[src/fuse_pkg.sv]
// Shared constants and types for the fuse programming link and its two ends
// Summary of operation
// - One programming cycle burns at most eight bits
// - Five banks of 64 bits, values 1 to 5
// - Blank bits read one; burning only clears
// - Bank E is value 5, bank D is 4
// - Bank E bits 3..0 give upper address nibble
// - Fuse address used only once E4 burned or replaced
// - Address byte: nibble, three zeros, direction bit
// - Host writes lowest bit index to 0xC8
// - Host writes count-1 and bank to 0xC9
// - Host writes aligned bit values to 0xCD
// - Host opens access with 0xFF at 0xEC
// - Host pulses 0xCA high for 500 us
// - Host reload sequence makes device reload fuses
// - Verify sequence reads bank E bits at 0x27
// - Readback mismatch is treated as programming error
// - Exactly one failed bit can be replaced
// - Replaced bit index sits in D[63:55]
// - Host burns replacement index in two cycles
// - Replacement confirmed by reading 0x18 and 0x19
package fuse_pkg;
  localparam int BANK_BITS  = 64;
  localparam int NUM_BANKS  = 5;
  localparam int TOTAL_BITS = BANK_BITS * NUM_BANKS;
  localparam int D_BASE     = 3 * BANK_BITS;
  localparam int E_BASE     = 4 * BANK_BITS;
  localparam int IDX_W      = 9;
  localparam int REPL_LSB   = 55;
  localparam int REPL_MSB   = 63;
  localparam int D_VIEW_LSB = 48;
  localparam int E_VIEW_W   = 5;
  localparam int E_ADDR_EN  = 4;
  localparam int PROG_BITS  = 8;

  localparam logic [7:0] REG_REPL_UPPER = 8'h18;
  localparam logic [7:0] REG_REPL_LOWER = 8'h19;
  localparam logic [7:0] REG_ADDR_BITS  = 8'h27;
  localparam logic [7:0] REG_START      = 8'hC8;
  localparam logic [7:0] REG_CNT_BANK   = 8'hC9;
  localparam logic [7:0] REG_STROBE     = 8'hCA;
  localparam logic [7:0] REG_DATA       = 8'hCD;
  localparam logic [7:0] REG_ACCESS     = 8'hEC;
  localparam logic [7:0] REG_RELOAD     = 8'hEE;
  localparam logic [7:0] REG_PAGE       = 8'hEF;

  localparam logic [7:0] ACCESS_OPEN  = 8'hFF;
  localparam logic [7:0] ACCESS_CLOSE = 8'h7F;
  localparam logic [7:0] PAGE_NORMAL  = 8'h00;
  localparam logic [7:0] PAGE_READ    = 8'h03;
  localparam logic [7:0] RELOAD_PREP  = 8'h40;
  localparam logic [7:0] RELOAD_CMD   = 8'h06;
  localparam logic [7:0] STROBE_ON    = 8'h01;
  localparam logic [7:0] STROBE_OFF   = 8'h00;
  localparam logic [7:0] REG_RST      = 8'h00;

  localparam logic [3:0] BANK_FIRST = 4'h1;
  localparam logic [3:0] BANK_D     = 4'h4;
  localparam logic [3:0] BANK_E     = 4'h5;

  localparam logic [7:0] REPL_LO_START = 8'h37;
  localparam logic [7:0] REPL_LO_CB    = 8'h74;
  localparam logic [7:0] REPL_HI_START = 8'h3F;
  localparam logic [7:0] REPL_HI_CB    = 8'h04;

  localparam logic [3:0] ADDR_DFLT_UPPER = 4'h8;
  localparam logic [3:0] ADDR_WR_LOW     = 4'h0;
  localparam logic [3:0] ADDR_RD_LOW     = 4'h1;
  localparam logic [7:0] ADDR_DFLT_WR    = 8'h80;
  localparam logic [7:0] ADDR_DFLT_RD    = 8'h81;

  localparam int PULSE_US      = 500;
  localparam int CLK_HZ        = 40_000_000;
  localparam int PULSE_CYC_DEF = PULSE_US * (CLK_HZ / 1_000_000);

  // Host command port map
  localparam logic [3:0] H_CMD    = 4'h0;
  localparam logic [3:0] H_START  = 4'h1;
  localparam logic [3:0] H_CB     = 4'h2;
  localparam logic [3:0] H_DATA   = 4'h3;
  localparam logic [3:0] H_EXPECT = 4'h4;
  localparam logic [3:0] H_IDX_LO = 4'h5;
  localparam logic [3:0] H_IDX_HI = 4'h6;
  localparam logic [3:0] H_STATUS = 4'h7;
  localparam logic [3:0] H_RB27   = 4'h8;
  localparam logic [3:0] H_RB18   = 4'h9;
  localparam logic [3:0] H_RB19   = 4'hA;

  typedef enum logic [1:0] {STEP_WR, STEP_RD, STEP_WAIT, STEP_END} step_e;

  typedef struct packed {
    step_e      kind;
    logic [7:0] addr;
    logic [7:0] data;
  } step_s;
endpackage

[src/fuse_bus_if.sv]
// Byte register link between the fuse host and the sensor fuse logic
`timescale 1ns/1ps
interface fuse_bus_if;
  logic [7:0] addr;
  logic [7:0] wdata;
  logic       wr;
  logic       rd;
  logic [7:0] rdata;

  modport dev  (input addr, input wdata, input wr, input rd, output rdata);
  modport host (output addr, output wdata, output wr, output rd,
                input rdata);
endinterface // fuse_bus_if

[src/fuse_program_host.sv]
// Host side: sequences program, replacement and verify over the link
`timescale 1ns/1ps
module fuse_program_host
#(
  parameter int PULSE_CYCLES = fuse_pkg::PULSE_CYC_DEF
)
(
  input  wire logic       clk_sys_i,
  input  wire logic       rst_i,
  fuse_bus_if.host        bus,
  input  wire logic [3:0] cmd_addr_i,
  input  wire logic [7:0] cmd_wdata_i,
  input  wire logic       cmd_wr_i,
  input  wire logic       cmd_rd_i,
  output logic      [7:0] cmd_rdata_o
);
  import fuse_pkg::*;

  localparam int CNT_W = $clog2(PULSE_CYCLES + 1);

  typedef enum {SEQ_PROG, SEQ_VERIFY} seq_e;

  logic [7:0]       start_reg;
  logic [7:0]       cb_reg;
  logic [7:0]       data_reg;
  logic [4:0]       expect_reg;
  logic [IDX_W-1:0] idx_reg;
  logic [7:0]       rb27_reg;
  logic [7:0]       rb18_reg;
  logic [7:0]       rb19_reg;
  logic             busy_reg;
  logic             err_reg;
  logic             done_reg;
  logic             rep_reg;
  logic             phase_reg;
  seq_e             seq_reg;
  logic [3:0]       step_reg;
  logic [CNT_W-1:0] wait_reg;
  logic             rd_pend_reg;
  logic [7:0]       rd_addr_reg;
  logic             cmd_go;
  logic [7:0]       p_start;
  logic [7:0]       p_cb;
  logic [7:0]       p_data;
  step_s            st;

  assign cmd_go = cmd_wr_i && (cmd_addr_i == H_CMD) && !busy_reg &&
                  (cmd_wdata_i[1:0] != 2'h0);

  always_ff @(posedge clk_sys_i or posedge rst_i)
  begin
    if (rst_i)
    begin
      start_reg  <= REG_RST;
      cb_reg     <= REG_RST;
      data_reg   <= REG_RST;
      expect_reg <= 5'h00;
      idx_reg    <= 9'h000;
    end
    else if (cmd_wr_i)
    begin
      case (cmd_addr_i)
        H_START:  start_reg     <= cmd_wdata_i;
        H_CB:     cb_reg        <= cmd_wdata_i;
        H_DATA:   data_reg      <= cmd_wdata_i;
        H_EXPECT: expect_reg    <= cmd_wdata_i[4:0];
        H_IDX_LO: idx_reg[7:0]  <= cmd_wdata_i;
        H_IDX_HI: idx_reg[8]    <= cmd_wdata_i[0];
        default:  ;
      endcase
    end
  end

  always_ff @(posedge clk_sys_i or posedge rst_i)
  begin
    if (rst_i)
    begin
      cmd_rdata_o <= REG_RST;
    end
    else if (cmd_rd_i)
    begin
      case (cmd_addr_i)
        H_START:  cmd_rdata_o <= start_reg;
        H_CB:     cmd_rdata_o <= cb_reg;
        H_DATA:   cmd_rdata_o <= data_reg;
        H_EXPECT: cmd_rdata_o <= {3'h0, expect_reg};
        H_IDX_LO: cmd_rdata_o <= idx_reg[7:0];
        H_IDX_HI: cmd_rdata_o <= {7'h00, idx_reg[8]};
        H_STATUS: cmd_rdata_o <= {5'h00, done_reg, err_reg, busy_reg};
        H_RB27:   cmd_rdata_o <= rb27_reg;
        H_RB18:   cmd_rdata_o <= rb18_reg;
        H_RB19:   cmd_rdata_o <= rb19_reg;
        default:  cmd_rdata_o <= REG_RST;
      endcase
    end
    else
    begin
      cmd_rdata_o <= REG_RST;
    end
  end

  assign p_start = !rep_reg ? start_reg
                 : (phase_reg ? REPL_HI_START : REPL_LO_START);
  assign p_cb    = !rep_reg ? cb_reg
                 : (phase_reg ? REPL_HI_CB : REPL_LO_CB);
  assign p_data  = !rep_reg ? data_reg
                 : (phase_reg ? {7'h00, idx_reg[8]} : idx_reg[7:0]);

  always_comb
  begin
    st = '{STEP_END, REG_RST, REG_RST};
    if (seq_reg == SEQ_PROG)
    begin
      case (step_reg)
        4'h0: st = '{STEP_WR, REG_ACCESS, ACCESS_OPEN};
        4'h1: st = '{STEP_WR, REG_START, p_start};
        4'h2: st = '{STEP_WR, REG_CNT_BANK, p_cb};
        4'h3: st = '{STEP_WR, REG_DATA, p_data};
        4'h4: st = '{STEP_WR, REG_STROBE, STROBE_ON};
        4'h5: st = '{STEP_WAIT, REG_RST, REG_RST};
        4'h6: st = '{STEP_WR, REG_STROBE, STROBE_OFF};
        4'h7: st = '{STEP_WR, REG_PAGE, PAGE_NORMAL};
        4'h8: st = '{STEP_WR, REG_START, RELOAD_PREP};
        4'h9: st = '{STEP_WR, REG_START, REG_RST};
        4'hA: st = '{STEP_WR, REG_RELOAD, RELOAD_CMD};
        default: st = '{STEP_END, REG_RST, REG_RST};
      endcase
    end
    else
    begin
      case (step_reg)
        4'h0: st = '{STEP_WR, REG_PAGE, PAGE_NORMAL};
        4'h1: st = '{STEP_WR, REG_ACCESS, ACCESS_OPEN};
        4'h2: st = '{STEP_WR, REG_PAGE, PAGE_READ};
        4'h3: st = '{STEP_RD, REG_ADDR_BITS, REG_RST};
        4'h4: st = '{STEP_RD, REG_REPL_UPPER, REG_RST};
        4'h5: st = '{STEP_RD, REG_REPL_LOWER, REG_RST};
        4'h6: st = '{STEP_WR, REG_PAGE, PAGE_NORMAL};
        4'h7: st = '{STEP_WR, REG_ACCESS, ACCESS_CLOSE};
        default: st = '{STEP_END, REG_RST, REG_RST};
      endcase
    end
  end

  always_ff @(posedge clk_sys_i or posedge rst_i)
  begin
    if (rst_i)
    begin
      busy_reg  <= 1'b0;
      err_reg   <= 1'b0;
      done_reg  <= 1'b0;
      rep_reg   <= 1'b0;
      phase_reg <= 1'b0;
      seq_reg   <= SEQ_PROG;
      step_reg  <= 4'h0;
      wait_reg  <= '0;
      bus.addr  <= REG_RST;
      bus.wdata <= REG_RST;
      bus.wr    <= 1'b0;
      bus.rd    <= 1'b0;
    end
    else
    begin
      bus.wr <= 1'b0;
      bus.rd <= 1'b0;
      if (!busy_reg)
      begin
        if (cmd_go)
        begin
          busy_reg  <= 1'b1;
          done_reg  <= 1'b0;
          err_reg   <= 1'b0;
          rep_reg   <= cmd_wdata_i[1];
          phase_reg <= 1'b0;
          seq_reg   <= SEQ_PROG;
          step_reg  <= 4'h0;
        end
      end
      else
      begin
        case (st.kind)
          STEP_WR:
          begin
            bus.addr  <= st.addr;
            bus.wdata <= st.data;
            bus.wr    <= 1'b1;
            step_reg  <= step_reg + 4'h1;
          end
          STEP_RD:
          begin
            bus.addr <= st.addr;
            bus.rd   <= 1'b1;
            step_reg <= step_reg + 4'h1;
          end
          STEP_WAIT:
          begin
            if (wait_reg == CNT_W'(PULSE_CYCLES - 1))
            begin
              wait_reg <= '0;
              step_reg <= step_reg + 4'h1;
            end
            else
            begin
              wait_reg <= wait_reg + 1'b1;
            end
          end
          default:
          begin
            step_reg <= 4'h0;
            if ((seq_reg == SEQ_PROG) && rep_reg && !phase_reg)
            begin
              phase_reg <= 1'b1;
            end
            else if (seq_reg == SEQ_PROG)
            begin
              seq_reg <= SEQ_VERIFY;
            end
            else
            begin
              busy_reg <= 1'b0;
              done_reg <= 1'b1;
              err_reg  <= rep_reg ? ((rb18_reg != idx_reg[8:1]) ||
                                     (rb19_reg[7] != idx_reg[0]))
                                  : (rb27_reg[4:0] != expect_reg);
            end
          end
        endcase
      end
    end
  end

  // Read answers arrive one cycle after the strobe
  always_ff @(posedge clk_sys_i or posedge rst_i)
  begin
    if (rst_i)
    begin
      rd_pend_reg <= 1'b0;
      rd_addr_reg <= REG_RST;
      rb27_reg    <= REG_RST;
      rb18_reg    <= REG_RST;
      rb19_reg    <= REG_RST;
    end
    else
    begin
      rd_pend_reg <= bus.rd;
      rd_addr_reg <= bus.addr;
      if (rd_pend_reg)
      begin
        case (rd_addr_reg)
          REG_ADDR_BITS:  rb27_reg <= bus.rdata;
          REG_REPL_UPPER: rb18_reg <= bus.rdata;
          REG_REPL_LOWER: rb19_reg <= bus.rdata;
          default:        ;
        endcase
      end
    end
  end
endmodule // fuse_program_host

[src/flat_wrapper.sv]
// flat-port wrapper written by rule: the top's interface ports become plain ports
module fuse_program_host_flat import fuse_pkg::*;
#(
  parameter int PULSE_CYCLES = fuse_pkg::PULSE_CYC_DEF
)
  (clk_sys_i, rst_i, cmd_addr_i, cmd_wdata_i, cmd_wr_i, cmd_rd_i, cmd_rdata_o, bus_addr, bus_wdata, bus_wr, bus_rd, bus_rdata);
  fuse_bus_if bus_i ();
  input  wire logic clk_sys_i;
  input  wire logic rst_i;
  input  wire logic [3:0] cmd_addr_i;
  input  wire logic [7:0] cmd_wdata_i;
  input  wire logic cmd_wr_i;
  input  wire logic cmd_rd_i;
  output logic      [7:0] cmd_rdata_o;
  output wire logic [$bits(bus_i.addr)-1:0] bus_addr;
  output wire logic [$bits(bus_i.wdata)-1:0] bus_wdata;
  output wire logic [$bits(bus_i.wr)-1:0] bus_wr;
  output wire logic [$bits(bus_i.rd)-1:0] bus_rd;
  input wire logic [$bits(bus_i.rdata)-1:0] bus_rdata;
  assign bus_addr = bus_i.addr;
  assign bus_wdata = bus_i.wdata;
  assign bus_wr = bus_i.wr;
  assign bus_rd = bus_i.rd;
  assign bus_i.rdata = bus_rdata;
  fuse_program_host #(.PULSE_CYCLES(PULSE_CYCLES)) u_core (.clk_sys_i(clk_sys_i), .rst_i(rst_i), .bus(bus_i), .cmd_addr_i(cmd_addr_i), .cmd_wdata_i(cmd_wdata_i), .cmd_wr_i(cmd_wr_i), .cmd_rd_i(cmd_rd_i), .cmd_rdata_o(cmd_rdata_o));
endmodule
[config.mk]
export PLATFORM = sky130hd
export DESIGN_NAME = fuse_program_host_flat
export DESIGN_NICKNAME = d
export VERILOG_FILES = /design/src/fuse_pkg.sv /design/src/fuse_bus_if.sv /design/src/fuse_program_host.sv /design/src/flat_wrapper.sv
export SDC_FILE = /design/constraint.sdc
export NUM_CORES = 1
export LEC_CHECK = 0
export ABC_AREA = 1
export BUFFER_PORTS_ARGS = -buffer_cell sky130_fd_sc_hd__buf_2
export CORE_MARGIN = 4
export CORE_UTILIZATION = 45
export DETAILED_ROUTE_END_ITERATION = 7
export SLEW_MARGIN = 20
export SYNTH_ARGS = -nofsm -noshare
export SYNTH_HDL_FRONTEND = slang
export SYNTH_SLANG_ARGS = --single-unit
[constraint.sdc]
create_clock -name clk_sys_i -period 4.07 [get_ports clk_sys_i]
set_input_delay 0.407 -clock clk_sys_i [delete_from_list [all_inputs] [get_ports clk_sys_i]]
set_output_delay 0.407 -clock clk_sys_i [all_outputs]
set_load 0.005 [all_outputs]
# Word-level counts from Yosys, hierarchy flattened
# Memories as Yosys holds them, arrays and structs flattened.
# Cells that the tools add are included.
classes:
  bitwise: 1
  reduce_logical: 33
  n_addsub: 2
  eq_ne: 35
  mux: 43
ops:
  columns: ["cell", "count"]
  rows:
  - ["one-hot mux 18 bit (11 select lines)", 1]
  - ["two-way mux 32 bit", 5]
  - ["one-hot mux 8 bit (10 select lines)", 1]
  - ["two-way mux 8 bit", 5]
  - ["two-way mux 18 bit", 2]
  - ["== test 4 x 3 -> 1 bit (second input constant)", 8]
  - ["zero test 32 bit", 1]
  - ["AND reduction 2 bit", 14]
  - ["== test 4 bit (second input constant)", 6]
  - ["two-way mux 1 bit", 22]
  - ["== test 4 x 2 -> 1 bit (second input constant)", 4]
  - ["== test 8 x 5 -> 1 bit (second input constant)", 2]
  - ["two-way mux 4 bit", 4]
  - ["adder 15 x 1 -> 15 bit (second input constant)", 1]
  - ["== test 15 bit (second input constant)", 1]
  - ["two-way mux 15 bit", 1]
  - ["inequality test 2 bit (second input constant)", 5]
  - ["== test 4 x 1 -> 1 bit (second input constant)", 2]
  - ["== test 8 x 6 -> 1 bit (second input constant)", 1]
  - ["zero test 4 bit", 2]
  - ["inequality test 8 bit", 1]
  - ["one-hot mux 4 bit (2 select lines)", 1]
  - ["AND reduction 4 bit", 2]
  - ["two-way mux 7 bit", 1]
  - ["other kinds (15)", 21]
word_totals:
  output_inout_bits: 26
  wordCells: 139
  n_memories: 1
  register_bits: 153
  mem_bits_ro: 136
memory_table:
  columns: ["name", "depth", "width", "read_ports", "rd_ports_with_merged_regs", "wr", "line", "text"]
  rows:
  - ["(no name shown)", 8, 17, 1, 0, 0, "fuse_program_host.sv:131", "case (step_reg)"]

# Longest topological paths before layout
logic_depth:
  depth_word: 8
  ltp_mapped: 15

# Worst setup path before layout
# No wires, ideal clock.
synth_timing:
  path_type: "reg2reg"
  start: "register u_core.step_reg[0]"
  end: "register u_core.wait_reg[5]"
  t_arrival_ns: 1.824
  synth_period_minus_slack_ns: 1.947
  stages_incl_launch_ff: 15
  path_slack_ns: 2.123
  setup_ns: 0.123
  path_buffers: 2
  cell_sequence: "dfrtp_1 > inv_1 > ha_1 > o21ai_0 > nand2_1 > nor2_2 > nand2_2 > nand3_1 > nand2_2 > nor2_2 > nand2_2 > buf_6 > buf_8 > nand2_2 > o21ai_2"
synth_via:
  elab_chain_len: 5
synth_rtl:
  columns: ["item", "line", "text"]
  rows:
  - ["start: declaration", "fuse_program_host.sv:37", "logic [3:0] step_reg;"]
  - ["start signal: assignment", "fuse_program_host.sv:187", "step_reg <= step_reg + 4'h1;"]
  - ["start signal: assignment", "fuse_program_host.sv:193", "step_reg <= step_reg + 4'h1;"]
  - ["start signal: assignment", "fuse_program_host.sv:200", "step_reg <= step_reg + 4'h1;"]
  - ["memory read (8 x 17 bit) (tied with other cells)", null, null]
  - ["two-way mux 18 bit or one-hot mux 18 bit (11 select lines) (tied branches)", "fuse_program_host.sv:131, fuse_program_host.sv:114", null]
  - ["two-way mux 18 bit *", "fuse_program_host.sv:112", "if (seq_reg == SEQ_PROG)"]
  - ["== test 2 bit *", "fuse_program_host.sv:181", "case (st.kind)"]
  - ["AND reduction 2 bit (no line) *", null, null]
  - ["end signal: assignment", "fuse_program_host.sv:204", "wait_reg <= wait_reg + 1'b1;"]
  - ["end: declaration", "fuse_program_host.sv:38", "logic [CNT_W-1:0] wait_reg;"]
# Mark *: on every way between the ends. The rest lies on a longest branch, timed or not.
# A chain may end at the register's enable or synchronous reset.

# Worst setup path after layout
layout_timing:
  start: "register u_core.step_reg[0]"
  end: "register u_core.wait_reg[2]"
# The elaborated chain is that of the path after synthesis.

==> impl_metrics.ini <==
[outcome]
status = finished, final reports clean

[cts]
clk_pin_slew_ps = 60
cts_htree_levels = 4
hold_buffers = 0
cts_resized = 0
cts_tree = done
clk-insertion-delay-late_ps = 420
cts_sinks = 120
post_cts_buffers = 0
root_buffer = clkbuf_16
cts_buffers = 17
clk_path_buf_depth = 2

[global_route]
gr-usage-all-layers = 0.224
grt_pass1_vias = 5232
antenna_found_initial = 0
grt_first_pass_wirelength_um = 28000
grt-ovfl-total = 0
grt_max_degree = 71

[final_layout]
fin_nets = 864
drive_gt1_frac = 0.153
multiInputGateArea_um2 = 2750
fillers = 1299
seq_area_um2 = 3000
largest_reg_flops = 15
diodes = 0
area_growth_pct = 15.0

[worst_setup_path]
reg2regPathDepth = 12
path_cells = inv_1 > ha_1 > o21ai_0 > nand2_1 > nor2_2 > nand2_2 > nand3_1 > nand2_2 > nor2_2 > nand2_2 > o21ai_0 > nand2_1
end_kind = register
critPathArrivalTime_ps = 2860
path_depth = 12
r2r_setup_slack_ps = 1510
cp-start-kind = register
cp_slowest_cell = dfrtp_1
r2r_start = u_core.step_reg[0]
crit_path_frequent_cell = nand2_2
crit_path_max_fanout = 29
slowest_delay_ps = 470
path_class = reg2reg
worstPathRequired_ps = 4370
critPathTopFamily = simple AND/OR/NAND/NOR gates
reg2reg_to = u_core.wait_reg[2]
cp_num_buf_inv = 1

[sta]
skew_ps = 7.69
finalHoldViolations = 0
tns_ps = 0
post-route-period-util = 0.630
fin_ws_ps = 1510
worst_pin_slew_ps = 862
finalMaxSlewViolations = 0
setup_viol = 0
rsz0062_at_grt = false
fmax_ghz = 0.390
fin_crit_ps = 2560
slew-limit-headroom = 0.425

[synth]
synth_edf_count = 0
postSynthAreaPerCell_um2 = 7.98
yosysUniqueCellTypes = 42
synth_area_leaders = dfrtp_1, nand2_1, o21ai_0
synth-seq-cells = 120
yosysTopAreaCell = dfrtp_1
ys_async_sr_fraction = 1.00
synth_top_cell_area_share = 0.481
syn_nets = 814
netlist_area_um2 = 6240
syn_inst = 782
synth_common_cells = nand2_1, dfrtp_1, o21ai_0
yosys_warnings = 0
yosys_most_used_dff = dfrtp_1
synth.most_common_cell = nand2_1
seq_area_frac_synth = 0.481

[placed_design]
pre_cts_ws_ps = 1490
dp_hpwl_um = 12800
gp_congestion = 1.00
port_buffers = 49

[min_path]
hp-class = in2async

[detailed_routing]
post-route-drc-count = 0
wire_per_inst_um = 16.7
ant_nets = 0
vias_per_cell = 5.35
first_pass_iters = 5
wl_um = 17000
drtIter0Drc = 510
num_vias = 5465

[die]
rows = 42
die-area_um2 = 15800
die_w_um = 126
io_pins = 50
floorplan.initialDensity = 0.466
core_area_um2 = 13400
die_height_um = 126

[flow_run]
drv_cap = 0

[power_and_ir_drop]
power_density_nw_per_um2 = 427
leakage_nw = 3.63
max-vdd-ir-drop_v = 0.000400
## worst max path at each step
stage,slack [ps],to,startpoint
floorplan,480,u_core.bus.addr[0],rst_i
global placement,1570,u_core.wait_reg[8],u_core.step_reg[0]
finish,1510,u_core.wait_reg[2],u_core.step_reg[0]
detailed placement,1490,u_core.wait_reg[2],u_core.step_reg[0]
global route,1270,u_core.wait_reg[2],u_core.step_reg[0]
CTS,1480,u_core.wait_reg[2],u_core.step_reg[0]
## placed cells by master (no fill, tap or decap), drive strengths merged, types with 4 or more instances in the layout
| cell type | count |
|---|---|
| nand2 | 224 |
| dfrtp | 120 |
| o21ai | 118 |
| inv | 98 |
| buf | 51 |
| nor2 | 50 |
| nand3 | 47 |
| a21oi | 28 |
| clkbuf | 17 |
| o22ai | 16 |
| xor2 | 12 |
| nor3 | 10 |
| ha | 8 |
| nand4 | 6 |
| a21boi | 5 |
| clkinvlp | 5 |
| clkinv | 5 |
| o2111ai | 4 |
| a31oi | 4 |
## report_power, final
part	switching (mW)	internal, mW
sequential	0.105	1.28
clock	0.567	0.900
combinational	0.142	0.0765
total	0.814	2.25
## worst reg2reg max path: cells and delay by family, from the launching register on
kind | cells | cell delay (ps)
and+or+nand+nor | 8 | 1100
AOI/OAI and AO/OA | 2 | 500
DFF | 1 | 470
adders and majority gates | 1 | 250
buffers and inverters | 1 | 120
## metrics by stage
stage | power [mW] | instances | util | cell area, µm² | hold WS [ps]
2_1_floorplan | 1.49 | 782 | - | 6240 | 376
3_3_place_gp | 1.60 | 989 | 0.492 | 6600 | 367
3_5_place_dp | 1.61 | 989 | 0.492 | 6600 | 380
4_1_cts | 3.09 | 1021 | 0.536 | 7180 | 201
5_1_grt | 3.20 | 1021 | 0.536 | 7180 | 257
6_report | 3.07 | 1021 | 0.536 | 7180 | 187
## cells by family after synthesis
family	after synthesis	synth area share
compound gates	183	0.167
xor+xnor	13	0.0183
fa+ha+maj	8	0.0160
buf+inv	115	0.0776
flops	120	0.481
simple gates	343	0.240
## per-layer routing
metal / GRT usage / wire (µm) / share of wire / up-vias
met2: 0.330 / 7430 / 0.44 / 171
li1: - / - / - / 2677
met1: 0.331 / 8220 / 0.48 / 2595
met5: 0 / 0 / 0 / -
met3: 0.0495 / 1160 / 0.068 / 22
met4: 0.0700 / 231 / 0.014 / 0
## layout make-up
| cell class | count | share of cell area |
|---|---|---|
| inverter | 95 | 0.0507 |
| clock inverter | 15 | 0.0213 |
| sequential | 120 | 0.418 |
| tap | 176 | 0.0307 |
| multi-input combinational | 547 | 0.383 |
| timing repair buffer | 51 | 0.0363 |
| clock buffer | 17 | 0.0593 |
No activity file was read; power rests on OpenSTA's default activity.
